`src/xmem_pkg.sv`:
```
/*
 * package for the external data memory router and strobe sequencer:
 * register map, field layouts, reset values, mode codes, bus carriers.
 * assumes an ahb-lite register bus with 32-bit data and one system clock.
 */
package xmem_pkg;

    // register byte addresses
    localparam logic [7:0]  timing_ctrl_addr   = 8'h00;
    localparam logic [7:0]  config_addr        = 8'h04;
    localparam logic [7:0]  page_select_addr   = 8'h08;
    localparam logic [7:0]  status_addr        = 8'h0C;

    localparam logic [7:0]  timing_ctrl_reset  = 8'hFF;
    localparam logic [5:0]  config_reset       = 6'h03;
    localparam logic [7:0]  page_select_reset  = 8'h00;

    // field positions
    localparam int          setup_hi           = 7;
    localparam int          setup_lo           = 6;
    localparam int          strobe_hi          = 5;
    localparam int          strobe_lo          = 2;
    localparam int          hold_hi            = 1;
    localparam int          hold_lo            = 0;
    localparam int          port_enable_bit    = 5;
    localparam int          mux_select_bit     = 4;
    localparam int          mode_hi            = 3;
    localparam int          mode_lo            = 2;
    localparam int          ale_hi             = 1;
    localparam int          ale_lo             = 0;

    // on-chip ram covers 4 kB; above that space wraps or goes off-chip
    localparam int          onchip_addr_bits   = 12;
    localparam logic [3:0]  onchip_page_top    = 4'h0;

    // fixed overhead cycles of an off-chip move beyond the programmed fields
    localparam logic [5:0]  fixed_overhead     = 6'h04;
    localparam logic [4:0]  one_cycle          = 5'h01;

    typedef enum logic [1:0] {
        mode_internal_only = 2'b00,
        mode_split_no_bank = 2'b01,
        mode_split_bank    = 2'b10,
        mode_external_only = 2'b11
    } operating_mode_t;

    // gray codes along the path idle-setup-ale_hi-ale_lo-strobe-hold-tail
    typedef enum logic [2:0] {
        st_idle   = 3'b000,
        st_setup  = 3'b001,
        st_ale_hi = 3'b011,
        st_ale_lo = 3'b010,
        st_strobe = 3'b110,
        st_hold   = 3'b111,
        st_tail   = 3'b101,
        st_onchip = 3'b100
    } seq_state_t;

    typedef struct packed {
        logic        is_write;
        logic        wide_pointer;
        logic [15:0] data_pointer;
        logic [7:0]  index;
        logic [7:0]  wdata;
    } move_req_t;

    typedef struct packed {
        logic [15:0] addr_out;
        logic [15:0] addr_oe;
        logic [7:0]  data_out;
        logic        data_oe;
        logic        rd_b;
        logic        wr_b;
        logic        ale;
        logic        ctrl_oe;
    } ext_pins_t;

endpackage

```
`src/xmem_ctrl.sv`:
```
/*
 * external data move router and off-chip strobe sequencer.
 * the cpu core issues one move at a time on move_valid and waits for
 * move_done; off-chip memory is asynchronous and sampled through two flops.
 */
//
// Overview of operation
// - mode 00 sends every move on-chip, no off-chip cycle.
// - internal-only mode folds addresses onto on-chip ram every 4 kB.
// - internal-only 8-bit pointer: high byte page-select, low byte index.
// - 16-bit pointer access uses the full data pointer as address.
// - split modes: below 4 kB on-chip, at or above off-chip.
// - split modes: 8-bit pointer routing decided by page-select contents.
// - split without bank: 8-bit off-chip leaves A15..8 undriven, A7..0 index.
// - split modes: 16-bit pointer routes by pointer, drives all sixteen lines.
// - split with bank: 8-bit off-chip drives page-select high, index low.
// - mode 11 sends every move off-chip; on-chip ram invisible.
// - external-only 8-bit: ignore page-select, upper undriven, lower index.
// - external-only 16-bit drives all sixteen lines from data pointer.
// - setup, hold, strobe and latch widths programmable in clocks.
// - off-chip move lasts fields plus 5 clocks, minimum 6.
// - multiplexed mode adds at least 2 latch clocks, minimum 8.
// - timing register resets to all ones.
// - bits 7-6 setup, bits 1-0 hold, each 0 to 3 clocks.
// - bits 5-2 strobe width equals field plus one clocks.
// - non-multiplexed when multiplex select bit set.
// - latch high and low phases each 1 to 4 clocks, multiplexed only.
// - multiplexed: low address on data pins while latch enable high.
// - pins claimed only during off-chip move, released after.
`timescale 1ns/10ps
`default_nettype none

module xmem_ctrl
    import xmem_pkg::*;
(
    input  wire logic        clk,
    input  wire logic        rst_b,
    // ahb-lite slave
    input  wire logic        hsel,
    input  wire logic [31:0] haddr,
    input  wire logic [1:0]  htrans,
    input  wire logic        hwrite,
    input  wire logic [2:0]  hsize,
    input  wire logic [31:0] hwdata,
    input  wire logic        hready,
    output logic      [31:0] hrdata,
    output logic             hreadyout,
    output logic             hresp,
    // cpu move request
    input  wire logic        move_valid,
    input  wire move_req_t   move_req,
    output logic             move_done,
    output logic      [7:0]  move_rdata,
    // on-chip ram port
    output logic             ram_en,
    output logic             ram_we,
    output logic      [11:0] ram_addr,
    output logic      [7:0]  ram_wdata,
    input  wire logic [7:0]  ram_rdata,
    // external pins
    output ext_pins_t        pins,
    input  wire logic [7:0]  ext_data_in
);

    // ************************************************************
    // register file
    // ************************************************************
    logic [7:0]  timing_q, timing_d;
    logic [5:0]  config_q, config_d;
    logic [7:0]  page_q, page_d;
    logic        wr_pend_q, wr_pend_d;
    logic [7:0]  wr_addr_q, wr_addr_d;
    logic [31:0] hrdata_q, hrdata_d;
    logic        busy;

    function automatic logic [31:0] reg_read(input logic [7:0] a, input logic [7:0] t,
                                             input logic [5:0] c, input logic [7:0] p,
                                             input logic b);
        logic [31:0] v;
        v = 32'h0000_0000;
        unique case (a)
            timing_ctrl_addr: v = {24'h00_0000, t};
            config_addr:      v = {26'h000_0000, c};
            page_select_addr: v = {24'h00_0000, p};
            status_addr:      v = {31'h0000_0000, b};
            default:          v = 32'h0000_0000;
        endcase
        return v;
    endfunction

    always_comb begin
        timing_d  = timing_q;
        config_d  = config_q;
        page_d    = page_q;
        wr_pend_d = 1'b0;
        wr_addr_d = wr_addr_q;
        hrdata_d  = hrdata_q;
        if (wr_pend_q) begin
            unique case (wr_addr_q)
                timing_ctrl_addr: timing_d = hwdata[7:0];
                config_addr:      config_d = hwdata[5:0];
                page_select_addr: page_d   = hwdata[7:0];
                default:          ;
            endcase
        end
        if (hsel && hready && htrans[1]) begin
            wr_pend_d = hwrite;
            wr_addr_d = haddr[7:0];
            hrdata_d  = reg_read(haddr[7:0], timing_d, config_d, page_d, busy);
        end
    end

    always_ff @(posedge clk or negedge rst_b) begin
        if (!rst_b) begin
            timing_q  <= timing_ctrl_reset;
            config_q  <= config_reset;
            page_q    <= page_select_reset;
            wr_pend_q <= 1'b0;
            wr_addr_q <= 8'h00;
            hrdata_q  <= 32'h0000_0000;
        end else begin
            timing_q  <= timing_d;
            config_q  <= config_d;
            page_q    <= page_d;
            wr_pend_q <= wr_pend_d;
            wr_addr_q <= wr_addr_d;
            hrdata_q  <= hrdata_d;
        end
    end

    assign hrdata    = hrdata_q;
    assign hreadyout = 1'b1;
    assign hresp     = 1'b0;

    // ************************************************************
    // address routing
    // ************************************************************
    operating_mode_t mode;
    logic [15:0] eff_addr;
    logic        go_offchip;
    logic        drive_upper;
    logic        multiplexed;

    assign mode        = operating_mode_t'(config_q[mode_hi:mode_lo]);
    assign multiplexed = ~config_q[mux_select_bit];

    always_comb begin
        // 8-bit form: page-select supplies the high byte for routing
        eff_addr = move_req.wide_pointer ? move_req.data_pointer
                                         : {page_q, move_req.index};
        unique case (mode)
            mode_internal_only: go_offchip = 1'b0;
            mode_external_only: go_offchip = 1'b1;
            default:            go_offchip = (eff_addr[15:onchip_addr_bits] != onchip_page_top);
        endcase
        // upper lines only in bank mode or for the 16-bit form
        drive_upper = move_req.wide_pointer || (mode == mode_split_bank);
    end

    // ************************************************************
    // strobe sequencer
    // ************************************************************
    seq_state_t  state_q, state_d;
    logic [4:0]  cnt_q, cnt_d;
    move_req_t   req_q, req_d;
    logic        upper_q, upper_d;
    logic        mux_q, mux_d;
    logic [15:0] addr_q, addr_d;
    logic [7:0]  rdata_q, rdata_d;
    logic        done_q, done_d;
    logic [7:0]  din_s1_q, din_s2_q;
    logic [1:0]  cap_q, cap_d;
    logic [4:0]  setup_cycles;

    assign busy = (state_q != st_idle);

    // overhead first, then the programmed setup, counted down to zero
    assign setup_cycles = fixed_overhead[4:0] - one_cycle
                        + {3'b000, timing_q[setup_hi:setup_lo]};

    // latch phase width in clocks: the two-bit field plus one
    function automatic logic [4:0] width_of(input logic [1:0] f);
        return {3'b000, f} + one_cycle;
    endfunction

    always_comb begin
        state_d = state_q;
        cnt_d   = cnt_q;
        req_d   = req_q;
        upper_d = upper_q;
        mux_d   = mux_q;
        addr_d  = addr_q;
        rdata_d = rdata_q;
        done_d  = 1'b0;
        // read byte reaches the second sync flop two cycles after the last strobe cycle
        cap_d   = {cap_q[0], (state_q == st_strobe) && (cnt_q == 5'h00) && !req_q.is_write};
        unique case (state_q)
            st_idle: begin
                if (move_valid) begin
                    req_d   = move_req;
                    upper_d = drive_upper;
                    mux_d   = multiplexed;
                    addr_d  = eff_addr;
                    cnt_d   = setup_cycles;
                    state_d = go_offchip ? st_setup : st_onchip;
                end
            end
            st_onchip: begin
                rdata_d = ram_rdata;
                done_d  = 1'b1;
                cnt_d   = 5'h00;
                state_d = st_tail;
            end
            st_setup: begin
                if (cnt_q != 5'h00) begin
                    cnt_d = cnt_q - one_cycle;
                end else if (mux_q) begin
                    cnt_d   = width_of(config_q[ale_hi:ale_lo]) - one_cycle;
                    state_d = st_ale_hi;
                end else begin
                    cnt_d   = {1'b0, timing_q[strobe_hi:strobe_lo]};
                    state_d = st_strobe;
                end
            end
            st_ale_hi: begin
                if (cnt_q != 5'h00) begin
                    cnt_d = cnt_q - one_cycle;
                end else begin
                    cnt_d   = width_of(config_q[ale_hi:ale_lo]) - one_cycle;
                    state_d = st_ale_lo;
                end
            end
            st_ale_lo: begin
                if (cnt_q != 5'h00) begin
                    cnt_d = cnt_q - one_cycle;
                end else begin
                    cnt_d   = {1'b0, timing_q[strobe_hi:strobe_lo]};
                    state_d = st_strobe;
                end
            end
            st_strobe: begin
                if (cnt_q != 5'h00) begin
                    cnt_d = cnt_q - one_cycle;
                end else begin
                    cnt_d   = {3'b000, timing_q[hold_hi:hold_lo]};
                    state_d = st_hold;
                end
            end
            st_hold: begin
                if (cnt_q != 5'h00) begin
                    cnt_d = cnt_q - one_cycle;
                end else begin
                    // one extra cycle so the synchronised read byte is captured
                    cnt_d   = one_cycle;
                    state_d = st_tail;
                end
            end
            st_tail: begin
                if (cnt_q != 5'h00) begin
                    cnt_d  = cnt_q - one_cycle;
                    done_d = 1'b1;
                end else begin
                    state_d = st_idle;
                end
            end
            default: state_d = st_idle;
        endcase
        if (cap_q[1]) begin
            rdata_d = din_s2_q;
        end
    end

    always_ff @(posedge clk or negedge rst_b) begin
        if (!rst_b) begin
            state_q  <= st_idle;
            cnt_q    <= 5'h00;
            req_q    <= '0;
            upper_q  <= 1'b0;
            mux_q    <= 1'b0;
            addr_q   <= 16'h0000;
            rdata_q  <= 8'h00;
            done_q   <= 1'b0;
            din_s1_q <= 8'h00;
            din_s2_q <= 8'h00;
            cap_q    <= 2'b00;
        end else begin
            state_q  <= state_d;
            cnt_q    <= cnt_d;
            req_q    <= req_d;
            upper_q  <= upper_d;
            mux_q    <= mux_d;
            addr_q   <= addr_d;
            rdata_q  <= rdata_d;
            done_q   <= done_d;
            din_s1_q <= ext_data_in;
            din_s2_q <= din_s1_q;
            cap_q    <= cap_d;
        end
    end

    assign move_done  = done_q;
    assign move_rdata = rdata_q;

    // ************************************************************
    // on-chip ram and pin drive
    // ************************************************************
    logic offchip_active;
    // tail holds move_done only, so the pins are already back with the port latches
    assign offchip_active = (state_q != st_idle) && (state_q != st_onchip)
                            && (state_q != st_tail);

    assign ram_en    = (state_q == st_idle) && move_valid && !go_offchip;
    assign ram_we    = ram_en && move_req.is_write;
    assign ram_addr  = eff_addr[onchip_addr_bits-1:0];
    assign ram_wdata = move_req.wdata;

    always_comb begin
        pins          = '0;
        pins.rd_b     = 1'b1;
        pins.wr_b     = 1'b1;
        if (offchip_active) begin
            pins.ctrl_oe  = 1'b1;
            pins.addr_out = addr_q;
            pins.addr_oe  = {{8{upper_q}}, {8{!mux_q}}};
            pins.ale      = (state_q == st_ale_hi);
            if (mux_q && (state_q == st_setup || state_q == st_ale_hi)) begin
                pins.data_out = addr_q[7:0];
                pins.data_oe  = 1'b1;
            end else begin
                pins.data_out = req_q.wdata;
                pins.data_oe  = req_q.is_write && (state_q != st_setup);
            end
            pins.rd_b = !((state_q == st_strobe) && !req_q.is_write);
            pins.wr_b = !((state_q == st_strobe) && req_q.is_write);
        end
    end

endmodule

`default_nettype wire

```
`config.mk`:
```
export PLATFORM = sky130hd
export DESIGN_NAME = xmem_ctrl
export DESIGN_NICKNAME = d
export VERILOG_FILES = /design/src/xmem_pkg.sv /design/src/xmem_ctrl.sv
export SDC_FILE = /design/constraint.sdc
export NUM_CORES = 1
export LEC_CHECK = 0
export BUFFER_PORTS_ARGS = -buffer_cell sky130_fd_sc_hd__buf_2
export CAP_MARGIN = 25
export CORE_MARGIN = 2
export CORE_UTILIZATION = 48
export CTS_CLUSTER_DIAMETER = 200
export DETAILED_ROUTE_END_ITERATION = 7
export GPL_ROUTABILITY_DRIVEN = 0
export HOLD_SLACK_MARGIN = 0.12
export PLACE_DENSITY = 0.78
export SLEW_MARGIN = 10
export SYNTH_ARGS = -nofsm -noshare
export SYNTH_HDL_FRONTEND = slang
export SYNTH_SLANG_ARGS = --single-unit
export TNS_END_PERCENT = 5
```
`constraint.sdc`:
```
create_clock -name clk -period 3.53 [get_ports clk]
set_input_delay 0.706 -clock clk [delete_from_list [all_inputs] [get_ports clk]]
set_output_delay 0.706 -clock clk [all_outputs]
set_load 0.02 [all_outputs]
```
Word-level counts from Yosys, hierarchy flattened
Cells that the tools add are included.
Word-level totals
  register bits after elaboration: 125
Cells by class
  $add $sub $neg: 4
  eq/ne operators: 25
  muxes and demuxes: 35
  bitwise gates (word level): 1
  reduce and logical (&&, ||, !) cells: 32
Operators with widths (number)
  $mux W8: 6
  $mux W45: 1
  $mux W5: 8
  $pmux W5 S8: 1
  $pmux W8 S4: 1
  $mux W3: 9
  $eq A8 B4 Y1 const B: 3
  $pmux W3 S8: 1
  $eq A8 B3 Y1 const B: 2
  $logic_not A8 Y1: 2
  $mux W16: 1
  $ne A2 B2 Y1 const B: 8
  $logic_and A1 B1 Y1: 13
  $eq A3 B3 Y1 const B: 4
  $mux W6: 2
  $mux W9: 1
  $reduce_and A7 Y1: 1
  $eq A3 B2 Y1 const B: 2
  $ne A3 B3 Y1 const B: 2
  $logic_not A1 Y1: 5
  $logic_not A5 Y1: 1
  $reduce_bool A5 Y1: 1
  $sub A5 B1 Y5 const B: 1
  $eq A2 B2 Y1 const B: 2
  other kinds (15): 19

Longest topological paths before layout
Gate-level depths: netlist of the first run.
  depth after elaboration: 6
  mapped depth: 8
  mapped depth without buffers: 7

Worst setup path before layout of the first run
No wires, ideal clock.
  kind: input-to-output
  start: input port move_req[32] (netlist bit)
  end: output port ram_en
  data arrival time: 2212 ps
  data required time: 2824 ps
  setup slack: 612 ps
  stages on the path: 5
  cells stage by stage: clkbuf_1 or4b_2 o22ai_1 o21ai_0 nor2_1
Between the ends
  cells in the longest elaborated chain, start to end: 5
Ends and longest elaborated chain
  from (decl): line xmem_ctrl.sv:51  | input wire move_req_t move_req,
  $mux W16: line xmem_ctrl.sv:149  | eff_addr = move_req.wide_pointer ? move_req.data_pointer
  $reduce_bool A4 Y1: line xmem_ctrl.sv:154  | default: go_offchip = (eff_addr[15:onchip_addr_bits] != onchip_page_top);
  $pmux W1 S2: line xmem_ctrl.sv:151  | unique case (mode)
  $logic_not A1 Y1: line xmem_ctrl.sv:312  | assign ram_en = (state_q == st_idle) && move_valid && !go_offchip;
  $logic_and A1 B1 Y1: line xmem_ctrl.sv:312
  to (decl): line xmem_ctrl.sv:55  | output logic ram_en,
No other way between the ends.

Worst setup path after layout of the first run
  start: input port move_req[32] (netlist bit)
  end: output port ram_we
Between the ends
  cells in the longest elaborated chain, start to end: 6
Ends and longest elaborated chain
  $mux W16: line xmem_ctrl.sv:149
  $reduce_bool A4 Y1: line xmem_ctrl.sv:154
  $pmux W1 S2: line xmem_ctrl.sv:151
  $logic_not A1 Y1: line xmem_ctrl.sv:312
  $logic_and A1 B1 Y1: line xmem_ctrl.sv:312
  $logic_and A1 B1 Y1: line xmem_ctrl.sv:313  | assign ram_we = ram_en && move_req.is_write;
  to (decl): line xmem_ctrl.sv:56  | output logic ram_we,
No other way between the ends.

==> results of run 1 <==
-- cells by family (layout without fill, tap and decap cells) --
family          Yosys count  after routing  share of synthesized area (%)
flops                   101            101                          48.89
other cells               2             26                         0.1446
fa+ha+maj                 4              4                         0.9634
compound gates           70             70                          8.743
xor+xnor                  3              3                         0.5059
mux                      48             48                          10.28
simple gates            206            206                          18.62
buf+inv                 100            197                          11.85
-- layout make-up --
| class | instances | area share (%) |
|---|---|---|
| Clock inverter | 4 | 0.9656 |
| Multi-Input combinational cell | 357 | 35.77 |
| Clock buffer | 12 | 2.267 |
| Sequential cell | 101 | 42.61 |
| Timing Repair Buffer | 169 | 14.78 |
| Inverter | 12 | 0.7557 |
| Tap cell | 136 | 2.855 |
-- cell usage after synthesis (7+ instances only) --
master and number:
dfstp_2 10, a21oi_1 15, nand2_1 119, mux2i_1 14, a221o_1 8, nor3_1 7, nor2b_1 19, clkbuf_1 21
inv_1 12, o21ai_0 26, dfrtp_1 91, nor2_1 17, mux2_2 31, nand3_1 15, buf_4 61
-- critical path, cell delays in order --
cell,delay (ns)
buf_2,0.19
or4b_2,0.60
o22ai_1,0.18
o21ai_0,0.24
nor2_1,0.16
buf_2,0.19
-- path summary, 6_finish.rpt --
check	start	end	cells past startpoint
max in group asynchronous	rst_b	timing_q[2]	2
setup reg to reg	wr_addr_q[1]	hrdata[3]	5
min in group asynchronous	rst_b	din_s2_q[0]	1
hold reg to reg	din_s1_q[1]	din_s2_q[1]	0
setup / recovery	move_req[32]	ram_we	6
hold / removal	din_s1_q[1]	din_s2_q[1]	0
-- state kept, by name, indices dropped and copies added (netlist names), 5 cells and up, named ones only --
| register | cells |
|---|---|
| page_q | 8 |
| timing_q | 8 |
| wr_addr_q | 8 |
| cnt_q | 5 |
| hrdata | 8 |
| move_rdata | 8 |
| config_q | 6 |
| din_s2_q | 8 |
| din_s1_q | 8 |
| addr_q | 16 |
| req_q | 9 |
-- routing by layer --
metal,vias up,GRT usage [%],wire [um]
met2,204,35.67,6206
met1,2034,29.59,5191
met4,0,6.593,218
li1,1948,-,-
met5,-,0,0
met3,26,4.039,842
-- cell usage in the layout (no fill, tap or decap), types with 4 or more instances in the layout --
| cell type | count |
|---|---|
| a21oi_1 | 15 |
| a221o_1 | 8 |
| a22o_1 | 6 |
| and2_1 | 6 |
| buf_2 | 155 |
| buf_4 | 14 |
| clkbuf_8 | 9 |
| conb_1 | 26 |
| dfrtp_1 | 91 |
| dfstp_2 | 10 |
| ha_1 | 4 |
| inv_1 | 12 |
| mux2_2 | 31 |
| mux2i_1 | 14 |
| nand2_1 | 119 |
| nand3_1 | 15 |
| nor2_1 | 16 |
| nor2b_1 | 19 |
| nor3_1 | 7 |
| o21ai_0 | 26 |
-- per-stage QoR --
stage                     area [um^2]  util [%]
final                            5961     57.23
after global routing             5961     57.23
after detailed placement         5761     55.30
after CTS                        5953     57.15
after floorplan                  5285         -
after global placement           5761     55.30
-- where the power goes --
part           internal (mW)  switching [mW]
combinational          0.636            1.05
sequential              1.45           0.257
clock                  0.336           0.398
==> metrics.yaml, run 1 <==
io_buffer_count: 156
fin_worst_skew_ns: 0.006653
fillers: 919
cp_max_fo: 8
die_y_um: 108.0
finalHoldViolations: 0
clockBufferDepth: 2
grt_max_degree: 64
p_leak_nw: 3.064
insertion_delay_ns: 0.36
total_power_mw: 4.132
pre_cts_slack_ns: 0.5487
yosys_warnings: 0
syn_to_final_growth_pct: 14.74
synth_edf_count: 0
root_buffer: "clkbuf_8"
fin_cells: 791
worst_slack_ns: 0.5467
cts_made_buffers: 9
overflow: 0
pin_count: 235
yosysTopAreaCellShare_pct: 43.83
cts_tree: "yes"
synth_area_um2: 5195
syn_inst: 534
async_flop_share_pct: 100.0
htreeDepth: 3
slew_violations: 0
clock_sinks: 101
status: "complete, no violations"
ir_drop_mv: 0.2913
worstPathArrival_ns: 2.28
synth.largest_area_cell: "dfrtp_1"
ys_seq_area_share_pct: 48.89
fin_crit_sh_pct: 84.51
relSlewSlack_pct: 47.67
coreArea_um2: 10420
drtIter0Drc: 258
grt_pass1_vias: 4008
die_x_um: 108.0
synth.distinct_cells: 50
postSynth.topFlopCell: "dfrtp_1"
maxCapViolations: 0
hpwl_mm: 9.198
drc: 0
cp.required_ns: 2.82
tns_ns: 0
ant_nets: 0
rsz0062_at_grt: "no"
setup.worst_path.end_class: "output pin"
ctsResizeCount: 0
p_per_area_nw_per_um2: 693.2
seqCellArea_um2: 2540
layout.nets: 779
placementRows: 37
dp.cells: 774
dr_total_vias: 4212
antenna_found_initial: 0
fin_hold_ws_ns: 0.3509
first_pass_iters: 5
grt_pass1_wl_mm: 20.04
wire_per_inst_um: 15.75
syn_avg_cell_area_um2: 9.728
synth_seq_cells: 101
tightestPinTransition_ns: 0.7849
viasPerCell: 5.325
clkTransAtPathRegs_ns: 0.09
cts_setup_buffers: 0
die-area_um2: 11670
grt_usage_pct: 21.78
worst-setup-path-type: "in -> out"
totalWireLength_mm: 12.46
setup_viol: 0
initial_core_util_pct: 49.87
rrSetupSlack_ns: 1.06
timing.fmax_ghz: 0.3352
ctsHoldBuffers: 0
finalCriticalPeriod_ns: 2.983
layout-drive-gt1-share_pct: 35.88
antenna_cells: 0
worstSetupStartpointType: "input port"
hold_class: "reg -> reg"
netlist_top_cells_area: "dfrtp_1 44%, buf_4 8.8%, nand2_1 8.6%"
multi_input_area_um2: 2132
No activity file was read; power rests on OpenSTA's default activity.
==> run 2: changes to the inputs <==
==> constraint.sdc (replaced) <==
create_clock -name clk -period 3.11 [get_ports clk]
set_input_delay 0.622 -clock clk [delete_from_list [all_inputs] [get_ports clk]]
set_output_delay 0.622 -clock clk [all_outputs]
set_load 0.02 [all_outputs]
==> run 2 against run 1 <==
Net effect:
- sequential power rose by 9.9%
- first-iteration DRC count rose by 3.5%
- sequential share of layout area fell by 0.12 points
- routed wire length rose by 2.2%
- final area rose by 0.27%
- critical endpoint is now ram_en
- total power rose by 14%
- global-route usage fell by 0.13 points
- via count fell by 0.78%
- hold slack got worse by 0.11 ns
==> metrics.yaml, run 2 (synthesis results as in run 1) <==
coreArea_um2: 10420  # unchanged
die-area_um2: 11670  # unchanged
cts_made_buffers: 9  # unchanged
cts_setup_buffers: 0  # unchanged
worst_slack_ns: 0.2626  # -0.2841 ns
worstPathArrival_ns: 2.23  # -0.05 ns
pre_cts_slack_ns: 0.2855  # -0.2632 ns
hpwl_mm: 9.383  # +2.0%
timing.fmax_ghz: 0.3512
slew_violations: 0  # unchanged
cp_max_fo: 8  # unchanged
clockBufferDepth: 2  # unchanged
clkTransAtPathRegs_ns: 0.11  # +0.02 ns
grt_usage_pct: 21.65  # -0.13 points
maxCapViolations: 0  # unchanged
rsz0062_at_grt: "no"
tns_ns: 0  # unchanged
insertion_delay_ns: 0.38  # +0.02 ns
root_buffer: "clkbuf_8"
largest_register: "addr_q"
relSlewSlack_pct: 58.46  # +11 points
crit_start: "move_req[32]"
hold_class: "in -> async"
crit_end: "ram_en"
layout.nets: 781  # +0.26%
worstSetupStartpointType: "input port"
seqCellArea_um2: 2540  # unchanged
die_y_um: 108.0  # unchanged
grt_pass1_vias: 3969  # -0.97%
reg2regPathDepth: 5  # unchanged
multi_input_area_um2: 2132  # unchanged
antenna_found_initial: 0  # unchanged
ant_nets: 0  # unchanged
fillers: 950  # +3.4%
mostFrequentLayoutCells: "155 x buf_2, 119 x nand2_1, 91 x dfrtp_1, 31 x mux2_2"
grt_pass1_wl_mm: 19.71  # -1.7%
cp.required_ns: 2.49  # -0.33 ns
p_leak_nw: 3.078  # +0.48%
p_per_area_nw_per_um2: 785.7  # +13%
stdcell_area_um2: 5977  # +0.27%
dp.cells: 776  # +0.26%
first_pass_iters: 4  # -1
fin_crit_sh_pct: 91.55
worst-setup-path-type: "in -> out"
largest_reg_flops: 16  # unchanged
layout-drive-gt1-share_pct: 36.53  # +0.65 points
initial_core_util_pct: 49.87  # unchanged
antenna_cells: 0  # unchanged
io_buffer_count: 156  # unchanged
ctsHoldBuffers: 0  # unchanged
fin_worst_skew_ns: 0.01269  # +0.006040 ns
drc: 0  # unchanged
ir_drop_mv: 0.3783  # +30%
setup_viol: 0  # unchanged
status: "complete, no violations"
layout_commonest_cell: "buf_2"
place_area_um2: 5788  # +0.48%
ctsResizeCount: 0  # unchanged
wire_per_inst_um: 16.06  # +1.9%
drtIter0Drc: 267  # +3.5%
final_util_pct: 57.38  # +0.16 points
overflow: 0  # unchanged
fin_cells: 793  # +0.25%
reg_top3: "addr_q x16, req_q x9"
total_power_mw: 4.696  # +14%
finalHoldViolations: 0  # unchanged
htreeDepth: 3  # unchanged
fin_hold_ws_ns: 0.2428  # -0.1082 ns
rr_startpoint: "wr_addr_q[1]"
tightestPinTransition_ns: 0.6167  # -0.1683 ns
cts_tree: "yes"
placementRows: 37  # unchanged
viasPerCell: 5.270  # -1.0%
reg2reg_to: "hrdata[5]"
die_x_um: 108.0  # unchanged
rrSetupSlack_ns: 0.63  # -0.43 ns
setup.worst_path.end_class: "output pin"
totalWireLength_mm: 12.73  # +2.2%
finalCriticalPeriod_ns: 2.847
dr_total_vias: 4179  # -0.78%
syn_to_final_growth_pct: 15.05
grt_max_degree: 53  # -17%
pin_count: 235  # unchanged
clock_sinks: 101  # unchanged
## run 2: cell types whose count changed in the layout (fill, tap and decap cells not counted)
| cell | previous run | this run |
|---|---|---|
| clkbuf_1 | 3 | 0 |
| clkinv_2 | 0 | 2 |
| buf_12 | 0 | 1 |
| buf_4 | 14 | 15 |
| bufinv_16 | 1 | 0 |
| inv_6 | 0 | 1 |
| inv_8 | 1 | 2 |
## run 2: area by class of cell
type	count	share of cell area, %
clock buffer	9	2.072
clock inverter	7	0.9629
inverter	12	0.7536
multi-input combinational	357	35.67
sequential	101	42.50
tap	136	2.847
timing repair buffer	171	15.20
## run 2: worst min-delay path by stage
stage,to,cells past startpoint,start
floorplan,asynchronous set/reset pin,0,rst_b
global placement,din_s2_q[4],0,din_s1_q[4]
detailed placement,din_s2_q[2],0,din_s1_q[2]
CTS,wr_addr_q[5],1,rst_b
global route,hrdata[1],1,rst_b
finish,hrdata[1],1,rst_b
## run 2: where the power goes
| group | internal, mW | leakage [nW] | switching (mW) | total, mW |
|---|---|---|---|---|
| clock | 0.304 | 0.0934 | 0.497 | 0.801 |
| combinational | 0.744 | 1.77 | 1.28 | 2.02 |
| sequential | 1.65 | 1.21 | 0.229 | 1.88 |
## run 2: worst max-delay path, cell delays in order
cell and delay [ns]:
buf_2 0.19, or4b_2 0.61, o22ai_1 0.18, o21ai_0 0.24
nor2_1 0.18, buf_2 0.19
## run 2: per-layer routing
layer | track usage [%] | vias up | share of wire, %
met5 | 0 | - | 0
met4 | 6.960 | 0 | 1.7
met3 | 4.702 | 22 | 6.0
met2 | 35.27 | 168 | 50
met1 | 28.96 | 2043 | 42
li1 | - | 1946 | -
